**config.mk**
```make
export PLATFORM = sky130hd
export DESIGN_NAME = rbm_ctrl
export DESIGN_NICKNAME = d
export VERILOG_FILES = /design/src/hdl/rbm_pkg.sv /design/src/hdl/rbm_sync.sv /design/src/hdl/rbm_ctrl.sv
export SDC_FILE = /design/constraint.sdc
export NUM_CORES = 1
export LEC_CHECK = 0
export ABC_AREA = 1
export BUFFER_PORTS_ARGS = -buffer_cell sky130_fd_sc_hd__buf_2
export CORE_UTILIZATION = 40
export CTS_BUF_LIST = sky130_fd_sc_hd__clkbuf_4 sky130_fd_sc_hd__clkbuf_8
export DETAILED_ROUTE_END_ITERATION = 8
export PLACE_DENSITY_LB_ADDON = 0.08
export SYNTH_ARGS = -nofsm -noshare
export SYNTH_HDL_FRONTEND = slang
export SYNTH_SLANG_ARGS = --single-unit
```
**constraint.sdc**
```tcl
create_clock -name clk_i -period 2.36 [get_ports clk_i]
set_clock_uncertainty 0.1 [all_clocks]
set_input_delay 0.354 -clock clk_i [delete_from_list [all_inputs] [get_ports clk_i]]
set_output_delay 0.354 -clock clk_i [all_outputs]
set_load 0.01 [all_outputs]
```
**src/hdl/rbm_pkg.sv**
```systemverilog
package rbm_pkg;

   // core clock and derived cycle rates
   localparam int unsigned CLK_HZ           = 50_000_000;
   // one processor cycle spans this many core clocks
   localparam int unsigned PROC_CYCLE_CLKS  = 2;
   // the processor cycle runs at twice the input clock
   localparam int unsigned IN_PER_PROC      = 2;
   localparam int unsigned CLK_PER_IN       = PROC_CYCLE_CLKS * IN_PER_PROC;
   localparam int unsigned IN_CNT_W         = 4;

   // input clock edges needed for the clock multiplier to lock
   localparam int unsigned PLL_LOCK_IN_CYCLES = 2000;
   localparam int unsigned LOCK_CNT_W         = 11;

   // words copied from byte memory before execution may start
   localparam int unsigned BOOT_WORDS   = 32;
   localparam int unsigned BOOT_CNT_W   = 6;

   // first fetch address after boot, internal or external
   localparam logic [13:0] START_ADDR   = 14'h0000;

   // register map, byte addresses
   localparam logic [7:0] ADR_CTRL      = 8'h00;
   localparam logic [7:0] ADR_MODE_STATUS_REGISTER     = 8'h04;
   localparam logic [7:0] ADR_IMASK     = 8'h08;
   localparam logic [7:0] ADR_STATUS    = 8'h0C;

   localparam int unsigned MODE_STATUS_REGISTER_W      = 7;
   localparam int unsigned IMASK_W      = 10;
   localparam logic [MODE_STATUS_REGISTER_W-1:0] MODE_STATUS_REGISTER_RST = 7'h00;
   localparam logic [IMASK_W-1:0] IMASK_RST = 10'h000;

   // synchronised pin count
   localparam int unsigned SYNC_W       = 7;

   typedef struct packed {
      logic ack_open;    // 1: acknowledge is open-source
      logic host_mode;   // 1: host memory mode, 0: full memory mode
      logic no_boot;     // 1: no automatic boot
      logic host_boot;   // 1: boot through host port, 0: byte memory
   } rbm_straps_t;

   localparam rbm_straps_t STRAPS_RST = 4'h0;

   typedef struct packed {
      logic [28:0] unused;
      logic        flag_out;
      logic        flag_dir;             // 1: flag pin two is an output
      logic        clock_output_disable;
   } rbm_ctrl_t;

   localparam rbm_ctrl_t CTRL_RST = 32'h0000_0000;

   typedef enum logic [5:0] {
      ST_RESET     = 6'h01,
      ST_WAIT_BUS  = 6'h02,
      ST_BOOT_BYTE = 6'h04,
      ST_BOOT_HOST = 6'h08,
      ST_RUN       = 6'h10,
      ST_HALT      = 6'h20
   } rbm_state_t;

   typedef struct packed {
      logic [11:0]           unused;
      logic [BOOT_CNT_W-1:0] boot_count;
      logic                  flag_in;
      logic                  clock_ratio_ok;
      logic                  pll_locked;
      logic                  unsupported;
      rbm_state_t            state;
      rbm_straps_t           straps;
   } rbm_status_t;

endpackage : rbm_pkg

```
**src/hdl/rbm_sync.sv**
```systemverilog
`timescale 1ns/10ps
`default_nettype none

module rbm_sync #(
   parameter int unsigned WIDTH = 1
) (
   // clock and reset
   input  wire logic             clk_i,
   input  wire logic             rst_i,
   // asynchronous levels in, synchronised levels out
   input  wire logic [WIDTH-1:0] async_i,
   output var  logic [WIDTH-1:0] sync_o
);

   logic [WIDTH-1:0] stage1;
   logic [WIDTH-1:0] stage2;

   assign sync_o = stage2;

   // first stage feeds only the second
   always_ff @(posedge clk_i) begin
      if (rst_i) begin
         stage1 <= '0;
         stage2 <= '0;
      end else begin
         stage1 <= async_i;
         stage2 <= stage1;
      end
   end

endmodule : rbm_sync

`default_nettype wire

```
**src/hdl/rbm_ctrl.sv**
```systemverilog
// Decided for this implementation: the Wishbone slave port and the address map.
`timescale 1ns/10ps
`default_nettype none

module rbm_ctrl
   import rbm_pkg::*;
(
   // clock and reset
   input  wire logic        clk_i,
   input  wire logic        rst_i,
   // wishbone slave
   input  wire logic        wb_cyc_i,
   input  wire logic        wb_stb_i,
   input  wire logic        wb_we_i,
   input  wire logic [7:0]  wb_adr_i,
   input  wire logic [3:0]  wb_sel_i,
   input  wire logic [31:0] wb_dat_i,
   output var  logic [31:0] wb_dat_o,
   output var  logic        wb_ack_o,
   // device pins
   input  wire logic        input_clock_pin_i,
   input  wire logic        reset_pin_n_i,
   input  wire logic        strap_boot_source_i,
   input  wire logic        strap_auto_boot_i,
   input  wire logic        strap_ack_drive_i,
   input  wire logic        bus_request_i,
   // flag pin two, also the memory-mode strap
   input  wire logic        flag_pin_two_i,
   output var  logic        flag_pin_two_o,
   output var  logic        flag_pin_two_oe_o,
   // host acknowledge pin
   output var  logic        host_access_acknowledge_o,
   output var  logic        host_access_acknowledge_oe_o,
   output var  logic        cycle_clock_output_o,
   // core side
   input  wire logic        host_ack_req_i,
   input  wire logic        boot_word_done_i,
   input  wire logic        host_pm0_write_i,
   output var  logic        core_reset_o,
   output var  logic        byte_dma_boot_o,
   output var  logic        exec_enable_o,
   output var  logic        exec_external_o,
   output var  logic [13:0] fetch_addr_o,
   output var  logic        host_mode_o,
   output var  logic [MODE_STATUS_REGISTER_W-1:0] mode_status_register_o,
   output var  logic [IMASK_W-1:0] imask_o
);

   // synchronised pins
   logic [SYNC_W-1:0] pins_s;
   logic              in_clk_s;
   logic              rst_pin_n_s;
   logic              bus_req_s;
   logic              flag_in_s;
   rbm_straps_t       straps_s;

   rbm_sync #(
      .WIDTH (SYNC_W)
   ) u_sync (
      .clk_i   (clk_i),
      .rst_i   (rst_i),
      .async_i ({input_clock_pin_i, reset_pin_n_i, bus_request_i,
                 strap_ack_drive_i, flag_pin_two_i, strap_auto_boot_i,
                 strap_boot_source_i}),
      .sync_o  (pins_s)
   );

   assign in_clk_s    = pins_s[6];
   assign rst_pin_n_s = pins_s[5];
   assign bus_req_s   = pins_s[4];
   assign straps_s    = rbm_straps_t'(pins_s[3:0]);
   assign flag_in_s   = pins_s[2];

   // state
   logic                  in_clk_q;
   logic [IN_CNT_W-1:0]   in_cnt;
   logic                  ratio_ok;
   logic [LOCK_CNT_W-1:0] lock_cnt;
   logic                  pll_locked;
   rbm_straps_t           straps;
   rbm_state_t            state;
   logic [BOOT_CNT_W-1:0] boot_cnt;
   logic                  cyc_tog;
   rbm_ctrl_t             ctrl;
   logic [MODE_STATUS_REGISTER_W-1:0]    mode_status_register;
   logic [IMASK_W-1:0]    imask;

   logic                  next_in_clk_q;
   logic [IN_CNT_W-1:0]   next_in_cnt;
   logic                  next_ratio_ok;
   logic [LOCK_CNT_W-1:0] next_lock_cnt;
   logic                  next_pll_locked;
   rbm_straps_t           next_straps;
   rbm_state_t            next_state;
   logic [BOOT_CNT_W-1:0] next_boot_cnt;
   logic                  next_cyc_tog;
   rbm_ctrl_t             next_ctrl;
   logic [MODE_STATUS_REGISTER_W-1:0]    next_mode_status_register;
   logic [IMASK_W-1:0]    next_imask;
   logic [31:0]           next_wb_dat;
   logic                  next_wb_ack;

   logic                  in_edge;
   logic                  master_rst;
   logic                  unsupported;
   logic                  wb_req;
   rbm_status_t           status;

   assign in_edge = in_clk_s & ~in_clk_q;
   // locked flag only clears on power-up reset
   // no relock wait
   assign master_rst = rst_i | ~rst_pin_n_s | ~pll_locked;
   // host mode without boot, or host-port boot in full mode
   // unsupported combinations
   assign unsupported = (straps.host_mode & straps.no_boot) |
                        (~straps.host_mode & straps.host_boot);
   assign wb_req = wb_cyc_i & wb_stb_i & ~wb_ack_o;

   // input clock supervision and multiplier lock
   always_comb begin
      next_in_clk_q   = in_clk_s;
      next_in_cnt     = in_cnt;
      next_ratio_ok   = ratio_ok;
      next_lock_cnt   = lock_cnt;
      next_pll_locked = pll_locked;
      if (in_edge) begin
         next_in_cnt   = '0;
         next_ratio_ok = (in_cnt == IN_CNT_W'(CLK_PER_IN - 1));
      end else if (in_cnt != '1) begin
         next_in_cnt = in_cnt + IN_CNT_W'(1);
      end
      if (!pll_locked && in_edge) begin
         if (lock_cnt == LOCK_CNT_W'(PLL_LOCK_IN_CYCLES - 1)) begin
            next_pll_locked = 1'b1;
         end else begin
            next_lock_cnt = lock_cnt + LOCK_CNT_W'(1);
         end
      end
   end

   always_ff @(posedge clk_i) begin
      if (rst_i) begin
         in_clk_q   <= 1'b0;
         in_cnt     <= '0;
         ratio_ok   <= 1'b0;
         lock_cnt   <= '0;
         pll_locked <= 1'b0;
      end else begin
         in_clk_q   <= next_in_clk_q;
         in_cnt     <= next_in_cnt;
         ratio_ok   <= next_ratio_ok;
         lock_cnt   <= next_lock_cnt;
         pll_locked <= next_pll_locked;
      end
   end

   // straps and boot sequencing
   always_comb begin
      next_straps   = straps;
      next_state    = state;
      next_boot_cnt = boot_cnt;
      // last value seen while reset pin is low is the one kept
      // strap sampling
      if (!rst_pin_n_s) begin
         next_straps = straps_s;
      end
      case (state)
         ST_RESET: begin
            next_boot_cnt = '0;
            if (!master_rst) begin
               if (unsupported) begin
                  next_state = ST_HALT;
               end else if (straps.no_boot) begin
                  next_state = ST_RUN;
               end else if (bus_req_s) begin
                  next_state = ST_WAIT_BUS;
               end else if (straps.host_boot) begin
                  next_state = ST_BOOT_HOST;
               end else begin
                  next_state = ST_BOOT_BYTE;
               end
            end
         end
         ST_WAIT_BUS: begin
            if (!bus_req_s) begin
               next_state = straps.host_boot ? ST_BOOT_HOST : ST_BOOT_BYTE;
            end
         end
         ST_BOOT_BYTE: begin
            if (boot_word_done_i) begin
               next_boot_cnt = boot_cnt + BOOT_CNT_W'(1);
               if (boot_cnt == BOOT_CNT_W'(BOOT_WORDS - 1)) begin
                  next_state = ST_RUN;
               end
            end
         end
         ST_BOOT_HOST: begin
            if (host_pm0_write_i) begin
               next_state = ST_RUN;
            end
         end
         ST_RUN:  next_state = ST_RUN;
         ST_HALT: next_state = ST_HALT;
         default: next_state = ST_RESET;
      endcase
      if (master_rst) begin
         next_state = ST_RESET;
      end
   end

   always_ff @(posedge clk_i) begin
      if (rst_i) begin
         straps   <= STRAPS_RST;
         state    <= ST_RESET;
         boot_cnt <= '0;
      end else begin
         straps   <= next_straps;
         state    <= next_state;
         boot_cnt <= next_boot_cnt;
      end
   end

   // register file and wishbone slave
   always_comb begin
      next_ctrl   = ctrl;
      next_mode_status_register  = mode_status_register;
      next_imask  = imask;
      next_wb_ack = wb_req;
      next_wb_dat = 32'h0000_0000;
      if (wb_req && wb_we_i) begin
         case (wb_adr_i)
            ADR_CTRL: begin
               if (wb_sel_i[0]) begin
                  next_ctrl.clock_output_disable = wb_dat_i[0];
                  next_ctrl.flag_dir             = wb_dat_i[1];
                  next_ctrl.flag_out             = wb_dat_i[2];
               end
            end
            ADR_MODE_STATUS_REGISTER: begin
               if (wb_sel_i[0]) begin
                  next_mode_status_register = wb_dat_i[MODE_STATUS_REGISTER_W-1:0];
               end
            end
            ADR_IMASK: begin
               if (wb_sel_i[0]) begin
                  next_imask[7:0] = wb_dat_i[7:0];
               end
               if (wb_sel_i[1]) begin
                  next_imask[IMASK_W-1:8] = wb_dat_i[IMASK_W-1:8];
               end
            end
            default: next_ctrl = ctrl;
         endcase
      end
      if (wb_req && !wb_we_i) begin
         case (wb_adr_i)
            ADR_CTRL:   next_wb_dat = ctrl;
            ADR_MODE_STATUS_REGISTER:  next_wb_dat = 32'(mode_status_register);
            ADR_IMASK:  next_wb_dat = 32'(imask);
            ADR_STATUS: next_wb_dat = status;
            default:    next_wb_dat = 32'h0000_0000;
         endcase
      end
      // reset clear wins over a software write
      // mask and clear
      if (master_rst) begin
         next_mode_status_register = MODE_STATUS_REGISTER_RST;
         next_imask = IMASK_RST;
      end
   end

   always_comb begin
      status                = '0;
      status.boot_count     = boot_cnt;
      status.flag_in        = flag_in_s;
      status.clock_ratio_ok = ratio_ok;
      status.pll_locked     = pll_locked;
      status.unsupported    = unsupported;
      status.state          = state;
      status.straps         = straps;
   end

   always_ff @(posedge clk_i) begin
      if (rst_i) begin
         ctrl     <= CTRL_RST;
         mode_status_register    <= MODE_STATUS_REGISTER_RST;
         imask    <= IMASK_RST;
         wb_ack_o <= 1'b0;
         wb_dat_o <= 32'h0000_0000;
      end else begin
         ctrl     <= next_ctrl;
         mode_status_register    <= next_mode_status_register;
         imask    <= next_imask;
         wb_ack_o <= next_wb_ack;
         wb_dat_o <= next_wb_dat;
      end
   end

   // pin and core outputs, all registered
   always_comb begin
      next_cyc_tog = ~cyc_tog;
   end

   always_ff @(posedge clk_i) begin
      if (rst_i) begin
         cyc_tog                      <= 1'b0;
         cycle_clock_output_o         <= 1'b0;
         flag_pin_two_o               <= 1'b0;
         flag_pin_two_oe_o            <= 1'b0;
         host_access_acknowledge_o    <= 1'b1;
         host_access_acknowledge_oe_o <= 1'b0;
         core_reset_o                 <= 1'b1;
         byte_dma_boot_o              <= 1'b0;
         exec_enable_o                <= 1'b0;
         exec_external_o              <= 1'b0;
         fetch_addr_o                 <= START_ADDR;
         host_mode_o                  <= 1'b0;
         mode_status_register_o       <= MODE_STATUS_REGISTER_RST;
         imask_o                      <= IMASK_RST;
      end else begin
         cyc_tog <= next_cyc_tog;
         // clock keeps running through a pin reset
         // gated clock out
         cycle_clock_output_o <= next_cyc_tog &
                                 ~ctrl.clock_output_disable;
         // pin released while it serves as a strap
         // shared flag pin
         flag_pin_two_o    <= ctrl.flag_out;
         flag_pin_two_oe_o <= rst_pin_n_s & ctrl.flag_dir;
         // acknowledge pin is active low; open-source drives only high
         // acknowledge drive
         host_access_acknowledge_o <= straps.ack_open | ~host_ack_req_i;
         host_access_acknowledge_oe_o <= ~master_rst & straps.host_mode &
                                         (~straps.ack_open | ~host_ack_req_i);
         core_reset_o    <= master_rst;
         byte_dma_boot_o <= (next_state == ST_BOOT_BYTE);
         exec_enable_o   <= (next_state == ST_RUN);
         exec_external_o <= (next_state == ST_RUN) & straps.no_boot &
                            ~straps.host_mode;
         fetch_addr_o    <= START_ADDR;
         host_mode_o     <= straps.host_mode;
         mode_status_register_o <= next_mode_status_register;
         imask_o                <= next_imask;
      end
   end

endmodule : rbm_ctrl

`default_nettype wire

```
==> results of run 1 <==
## cell usage after synthesis, drive strengths merged
master / instances / area share (%)
or2: 3 / 0.51
dfxtp: 100 / 48
ha: 3 / 0.89
nor3: 15 / 2.8
inv: 73 / 6.5
nand4: 6 / 0.89
conb: 1 / 0.089
nand2: 84 / 8.1
a211oi: 4 / 0.71
buf: 30 / 5.3
nand3: 37 / 4.7
xor2: 4 / 0.83
nor3b: 1 / 0.18
a21oi: 30 / 3.7
clkinv: 1 / 0.12
o21ai: 38 / 4.7
nor2: 116 / 12
o32ai: 1 / 0.21
clkbuf: 5 / 0.45
## routing by layer
metal,GRT usage [%],vias to the layer above,share of wire (%)
met4,7.449,0,1.7
met3,2.444,11,3.4
li1,-,1861,-
met1,21.65,1549,48
met5,0,-,0
met2,27.67,66,46
## cell usage in the layout, fill, tap and decap left out, types with 3 or more instances in the layout
master and instances:
o21ai_1 6, buf_4 6, nor3_4 3, inv_2 8, nand3_1 36, clkbuf_8 11, inv_1 65, ha_1 3
conb_1 26, nor2_1 106, xor2_1 4, nand4_1 6, nand2_2 4, nor2_4 6, o21ai_0 30, a21oi_1 29
nor3_1 10, a211oi_1 4, nand2_1 78, buf_2 82, dfxtp_1 100, nor2_2 4
## final cells by class
class	instances	area [um^2]	share of cell area, %
clock buffer	13	166.4	3.418
tap	136	170.2	3.495
timing repair buffer	88	455.4	9.355
multi-input combinational	368	1774	36.44
sequential	100	2002	41.12
clock inverter	3	21.27	0.4369
inverter	74	279.0	5.731
## per-stage QoR
stage	utilization [%]	instance area, um^2
2_1_floorplan	-	4298
3_3_place_gp	45.54	4681
3_5_place_dp	45.54	4681
4_1_cts	47.37	4868
5_1_grt	47.37	4868
6_report	47.37	4868
## critical path: cells and delay by family, from the launching register on
| kind | cells | cell delay [ps] |
|---|---|---|
| fa+ha+maj | 1 | 180 |
| buf+inv | 1 | 70 |
| flops | 1 | 430 |
| simple gates | 8 | 860 |
## kinds of logic (layout without fill, tap and decap cells)
kind of cell	after synthesis	count (layout)	share of synthesized area, %
buf+inv	109	178	12.41
compound gates	73	73	9.286
fa+ha+maj	3	3	0.8930
simple gates	262	262	28.87
other cells	1	26	0.08920
flops	100	100	47.62
xor+xnor	4	4	0.8332
## worst min-delay path by stage
stage / startpoint / end / slack, ps
global placement: u_sync.stage1[6] / u_sync.sync_o[6] / 290
global route: strap_boot_source_i / u_sync.stage1[0] / 90
CTS: flag_pin_two_i / u_sync.stage1[2] / 80
finish: input_clock_pin_i / u_sync.stage1[6] / 100
floorplan: cyc_tog / cyc_tog / 290
detailed placement: u_sync.stage1[1] / u_sync.sync_o[1] / 290
## power breakdown
group / internal [mW] / switching (mW) / leakage (nW) / total, mW
registers: 1.71 / 0.0158 / 0.811 / 1.73
logic: 0.0517 / 0.0993 / 1.33 / 0.151
clock network: 0.466 / 0.561 / 0.0965 / 1.03
## state kept, by name (all words and copies together), names as in the netlist, 3 cells and up
register                count
boot_cnt                    6
ctrl                        3
imask_o                    10
in_cnt                      4
lock_cnt                   11
mode_status_register_o      7
state                       6
status                      4
u_sync.stage1               7
u_sync.sync_o               7
wb_dat_o                   20
==> impl_metrics.tcl, run 1 <==
set metrics [dict create \
    status "finished, final reports clean" \
    grt_antenna_before_repair 0 \
    cp-endpoint "lock_cnt[8]" \
    ant_nets 0 \
    maxCapViolations 0 \
    fmax_ghz 0.5759 \
    drt_iter0_markers 118 \
    cts_root_buffer "clkbuf_8" \
    detail_route.vias_per_cell 4.459 \
    setup_viol 0 \
    cts.sinks 100 \
    synthesis.area_mm2 0.004204 \
    dp.cells 766 \
    maxSlewViolCount 0 \
    synth_cell_types 34 \
    post-place-ws_ps 538.9 \
    hold_slack_ps 101.8 \
    postCtsSetupBuffers 0 \
    gp_congestion 0.8288 \
    synthCells 552 \
    area.growth.synth_to_final_pct 15.80 \
    insertion_delay_ps 350 \
    hpwl_mm 6.746 \
    vias 3487 \
    grt_pass1_vias 3186 \
    worstSetupPathType "flop to flop" \
    finalCritPeriodShare_pct 73.57 \
    arrival_ps 1890 \
    min_path_type "primary input to flop" \
    reg2reg_slack_ps 620 \
    period_minus_slack_ps 1736 \
    antenna_cells 0 \
    die_h_um 104.5 \
    whs_path_depth 3 \
    port_buffers 82 \
    final_nets 703 \
    totalWireLength_mm 8.871 \
    crit_start "lock_cnt[0]" \
    power_density_mw_per_mm2 596.7 \
    cts-resized-gates 0 \
    setup_tns_ps 0 \
    rows 37 \
    cts-buffers-inserted 9 \
    r2r_cells 10 \
    dieArea_mm2 0.01092 \
    grt_max_degree 24 \
    core_mm2 0.01028 \
    p_total_mw 2.905 \
    overflow 0 \
    r2r_start "lock_cnt[0]" \
    rsz0062_at_grt "no" \
    avgSynthCellArea_um2 7.616 \
    die_w_um 104.5 \
    ys_ff_latch 100 \
    cp_slowest_cell "dfxtp_1" \
    cp_common_cell "nand2_1" \
    drc 0 \
    pin_count 133 \
    grt_pass1_wl_mm 14.59 \
    cts_hold_buf 0 \
    peakVddDrop_uv 320.7 \
    rr_endpoint "lock_cnt[8]" \
    gr-usage-all-layers_pct 16.76 \
    first_pass_iters 4 \
    required_ps 2510 \
    clockBufferDepth 2 \
    n_fill_cell 1070 \
    critPathMaxStageDelay_ps 430 \
    start_kind "flop" \
    seq_area_frac_synth_pct 47.62 \
    htree_levels 3 \
    hold_viol 0 \
    tritoncts "built" \
    p_leak_nw 2.237 \
    final_cells 782 \
    wl_per_cell_um 11.34 \
    yosys_warnings 0 \
    layout-drive-gt1-share_pct 21.67 \
    initial_core_util_pct 40.91 \
    clk_pin_slew_worst_paths_ps 90 \
    setup_ws_ps 623.7 \
    cp-end-kind "flop" \
    path_max_fanout 10 \
    path_cells "ha_1, inv_1, nor3_4, nand3_1, nand2_2, nor2_2, nand2_1, nand2_1, nand2_1, nor2_1" \
]
No activity file was read; power rests on OpenSTA's default activity.
==> inputs of run 2 (changes only) <==
Settings changed: ABC_AREA 1 to 0.
Clock period 2.36 ns to 1.5 ns, I/O delays scaled along.
==> run 2 against run 1 <==
Net effect:
- the run now ends with DRC, setup timing left
- die area fell by 5.1%
- non-clock buffer count rose by 81
- power rose by 63%
- hold slack lost 86 ps
- via count fell by 5.9%
- global-route usage rose by 1.5 points
- fmax shrank 14%
- routed wire length rose by 1.4%
- critical path type unchanged
- highest routed layer unchanged
==> impl_metrics.tcl, run 2 <==
set metrics [dict create \
    maxCapViolations 0 \
    pin_count 133 \
    p_total_mw 4.744 \
    first_pass_iters 6 \
    hpwl_mm 6.549 \
    violations "DRC, setup timing" \
    setup_ws_ps -509.5 \
    grt_pass1_vias 3099 \
    grt_antenna_before_repair 0 \
    clockBufferDepth 2 \
    antenna_cells 0 \
    cts_root_buffer "clkbuf_8" \
    overflow 0 \
    totalWireLength_mm 8.993 \
    async_flop_share_pct 0 \
    hold_slack_ps 16.25 \
    fmax_ghz 0.4976 \
    yosys.area.top_type "dfxtp_1" \
    synth_edf_count 0 \
    die_h_um 101.8 \
    min_path_type "primary input to flop" \
    drt_iter0_markers 125 \
    post-synth-top-count-cell "dfxtp_1" \
    power_density_mw_per_mm2 841.2 \
    top_regs "wb_dat_o: 20 flops, lock_cnt: 11 flops, imask_o: 10 flops" \
    setup_tns_ps -19600 \
    reg2reg_slack_ps -510 \
    tritoncts "built" \
    initial_core_util_pct 40.95 \
    regMostFlops "wb_dat_o" \
    start_kind "flop" \
    wl_per_cell_um 12.68 \
    grt_max_degree 40 \
    fin_area_mm2 0.005639 \
    avgSynthCellArea_um2 9.764 \
    cp-end-kind "flop" \
    die_w_um 101.8 \
    required_ps 1650 \
    drc 1 \
    whs_path_depth 2 \
    cts-buffers-inserted 9 \
    cts.sinks 100 \
    synthFlopType "dfxtp_1" \
    rows 36 \
    peakVddDrop_uv 573.4 \
    ys_top_cells_by_count "dfxtp_1 (100), nor2_1 (70), mux2i_1 (29)" \
    finalCritPeriodShare_pct 134.0 \
    synth_cell_types 51 \
    worstSetupPathType "flop to flop" \
    mostFrequentLayoutCells "dfxtp_1 (94), buf_2 (81), buf_4 (65), nor2_1 (60), mux2i_1 (28)" \
    vias 3280 \
    synthCells 408 \
    grtUsageMet2_pct 29.94 \
    path_max_fanout 4 \
    htree_levels 3 \
    p_leak_nw 2.426 \
    period_minus_slack_ps 2010 \
    final_core_util_pct 57.96 \
    area.growth.synth_to_final_pct 41.55 \
    largest_register_ffs 20 \
    arrival_ps 2160 \
    clk_pin_slew_worst_paths_ps 100 \
    use_met3_pct 2.761 \
    grt_pass1_wl_mm 14.59 \
    synthesis.area_mm2 0.003984 \
    insertion_delay_ps 360 \
    final_nets 633 \
    rsz0062_at_grt "yes" \
    setup_viol 63 \
    core_mm2 0.009729 \
    n_fill_cell 905 \
    final_common_cell "dfxtp_1" \
    ys_ff_latch 100 \
    seq_area_frac_synth_pct 50.25 \
    post_dp_cell_area_mm2 0.005030 \
    hold_viol 0 \
    gp_congestion 0.7981 \
    ant_nets 0 \
    layout-drive-gt1-share_pct 42.36 \
    r2r_cells 5 \
    netlist.area_leader.share_pct 50.25 \
    grt_use_met1_pct 24.20 \
    maxSlewViolCount 0 \
    status "finished with violations" \
    grt.busiest_layer "met2" \
    dieArea_mm2 0.01036 \
    port_buffers 82 \
    gr-usage-all-layers_pct 18.26 \
    yosys_warnings 0 \
    detail_route.vias_per_cell 4.626 \
    synth.area.top_cells "dfxtp_1 (50%), mux2i_1 (7.3%), nor2_1 (6.6%)" \
]
## run 2: final cells by class
| cell class | count | area [um^2] | share of cell area (%) |
|---|---|---|---|
| clock inverter | 6 | 71.32 | 1.265 |
| tap | 133 | 166.4 | 2.951 |
| timing repair buffer | 169 | 1149 | 20.37 |
| multi-input combinational | 287 | 2097 | 37.19 |
| inverter | 4 | 15.01 | 0.2663 |
| sequential | 100 | 2009 | 35.63 |
| clock buffer | 10 | 131.4 | 2.330 |
## run 2: logic make-up (layout without fill, tap and decap cells)
family | after synthesis | in the layout | synth area share [%]
compound gates | 31 | 31 | 5.088
xor+xnor | 11 | 11 | 2.418
fa+ha+maj | 3 | 3 | 0.9423
buf+inv | 47 | 189 | 7.475
flops | 100 | 100 | 50.25
mux | 37 | 37 | 10.40
other cells | 1 | 26 | 0.09413
simple gates | 178 | 179 | 23.34
## run 2: worst max-delay path: stages, from the launching register on
cell	delay, ps
dfxtp_2	330
or4_4	580
nor3b_4	310
a21oi_2	80
o31a_1	270
and4_1	230
## run 2: report_power, final
part / internal (mW) / switching [mW]
clock: 0.805 / 0.939
combinational: 0.137 / 0.149
sequential: 2.69 / 0.0230
## run 2: per-stage QoR
step | instances | setup slack (ps)
floorplan | 433 | -740.9
global placement | 675 | -886.1
detailed placement | 675 | -927.1
CTS | 706 | -460.0
global route | 709 | -536.8
finish | 709 | -509.5
## run 2: worst paths after layout
check	start	endpoint
hold reg to reg	cyc_tog	cyc_tog
setup reg to reg	state[2]	exec_external_o
setup / recovery	state[2]	exec_external_o
hold / removal	reset_pin_n_i	u_sync.stage1[5]
## run 2: repair_timing
action	4_1_cts	5_1_grt
hold buffers	10	0
setup buffers	4	4
endpoints found under the setup margin	64	65
pin swaps	26	20
cloned	1	0
hold endpoints to repair	10	0
gates resized for setup	30	28
## run 2: per-layer routing
| metal | vias up | part of all wire, % |
|---|---|---|
| li1 | 1666 | - |
| met1 | 1513 | 47 |
| met2 | 89 | 48 |
| met3 | 12 | 3.3 |
| met4 | 0 | 1.6 |
| met5 | - | 0 |
==> inputs of run 3 (changes only) <==
Settings changed: PLACE_DENSITY from default to 0.68, PLACE_DENSITY_LB_ADDON 0.08 to default.
==> run 3 against run 2 <==
Net effect:
- the run ends with setup timing left
- utilization down 1.4 points
- sequential power about the same
- clock power about the same
- critical path type unchanged
==> impl_metrics.tcl, run 3 (synthesis results as in run 2) <==
set metrics [dict create \
    arrival_ps 2210 \
    htree_levels 3 \
    period_minus_slack_ps 2058 \
    post-place-ws_ps -1006 \
    mostFrequentLayoutCells "dfxtp_1 (92), buf_2 (82), nor2_1 (62), buf_4 (54), mux2i_1 (29)" \
    drt_iter0_markers 58 \
    gp_congestion 0.7933 \
    hpwl_mm 6.811 \
    hold_slack_ps 20.35 \
    dieArea_mm2 0.01036 \
    ant_nets 0 \
    worstSetupPathType "flop to flop" \
    p_total_mw 4.743 \
    maxCapViolations 0 \
    insertion_delay_ps 360 \
    reg2reg_slack_ps -560 \
    path_max_fanout 6 \
    gr-usage-all-layers_pct 18.45 \
    setup_ws_ps -558.0 \
    min_path_type "primary input to flop" \
    pin_count 133 \
    cts-buffers-inserted 9 \
    layout-drive-gt1-share_pct 40.57 \
    post_dp_cell_area_mm2 0.004972 \
    largest_register_ffs 20 \
    die_w_um 101.8 \
    final_nets 619 \
    grt_antenna_before_repair 0 \
    p_leak_nw 2.356 \
    grt_pass1_wl_mm 14.83 \
    initial_core_util_pct 40.95 \
    r2r_cells 5 \
    cp_slowest_cell "or4_4" \
    clk_pin_slew_worst_paths_ps 90 \
    fin_area_mm2 0.005502 \
    die_h_um 101.8 \
    port_buffers 82 \
    violations "setup timing" \
    crit_start "wb_ack_o" \
    critical_path_cell_count 5 \
    area.growth.synth_to_final_pct 38.10 \
    hold_viol 0 \
    required_ps 1650 \
    regMostFlops "wb_dat_o" \
    r2r_start "wb_ack_o" \
    cp-end-kind "flop" \
    peakVddDrop_uv 475.6 \
    setup_tns_ps -22750 \
    antenna_cells 0 \
    rows 36 \
    detail_route.vias_per_cell 4.692 \
    overflow 0 \
    setup_viol 64 \
    critPathTopFamily "simple AND/OR/NAND/NOR gates" \
    path_cells "nand3b_1, or4_4, or4b_4, mux2i_1, nor2_1" \
    cts.sinks 100 \
    clockBufferDepth 2 \
    fmax_ghz 0.4859 \
    cts_root_buffer "clkbuf_8" \
    power_density_mw_per_mm2 862.2 \
    first_pass_iters 4 \
    final_cells 695 \
    finalCritPeriodShare_pct 137.2 \
    final_common_cell "dfxtp_1" \
    wl_per_cell_um 13.07 \
    start_kind "flop" \
    vias 3261 \
    drc 0 \
    dp.cells 669 \
    core_mm2 0.009729 \
    cp-endpoint "imask_o[8]" \
    grt_max_degree 35 \
    totalWireLength_mm 9.084 \
    maxSlewViolCount 0 \
    status "finished with violations" \
    grt_pass1_vias 3220 \
    rr_endpoint "imask_o[8]" \
    rsz0062_at_grt "yes" \
    tritoncts "built" \
    final_core_util_pct 56.55 \
    critPathMaxStageDelay_ps 590 \
    path_buf_inv 0 \
    n_fill_cell 879 \
    top_regs "wb_dat_o: 20 flops, lock_cnt: 11 flops, imask_o: 10 flops" \
]
[run 3: worst min-delay path by stage]
stage	start	endpoint	slack [ps]	depth (start not counted)
final	wb_dat_i[7]	imask_o[7]	20	3
after floorplan	host_ack_req_i	host_access_acknowledge_o	190	1
after CTS	wb_dat_i[3]	imask_o[3]	0.003	3
after global routing	wb_dat_i[7]	imask_o[7]	10	3
after detailed placement	cyc_tog	cyc_tog	320	1
after global placement	cyc_tog	cyc_tog	300	1
[run 3: what timing repair did]
action                                  in CTS  in global routing
endpoints found under the setup margin      65                 65
cloned                                       0                  0
hold buffers                                 8                  0
endpoints found under the hold margin        8                  0
resized for setup                           25                 31
pin swaps                                   10                 27
buffers inserted                             2                  3
[run 3: cell type report]
cell class	count	area, um^2	area share [%]
Clock buffer	11	145.1	2.638
Clock inverter	5	58.81	1.069
Inverter	4	15.01	0.2729
Multi-Input combinational cell	286	2073	37.68
Sequential cell	100	2012	36.57
Tap cell	133	166.4	3.025
Timing Repair Buffer	156	1031	18.74
[run 3: tightest hold or removal path, delay by kind of cell]
kind | cells | cell delay [ps]
and+or+nand+nor | 1 | 70
muxes | 1 | 60
buffers and inverters | 1 | 90
[run 3: power breakdown]
group	internal, mW	switching, mW
sequential	2.69	0.0229
combinational	0.128	0.145
clock	0.839	0.918
total	3.66	1.09
[run 3: metal layers]
metal / global-route usage [%] / vias to the layer above / routed length (um)
met2: 30.87 / 68 / 4578
met5: 0 / - / 0
met4: 8.807 / 0 / 190
met1: 23.39 / 1543 / 4051
met3: 2.622 / 18 / 262
li1: - / 1632 / -
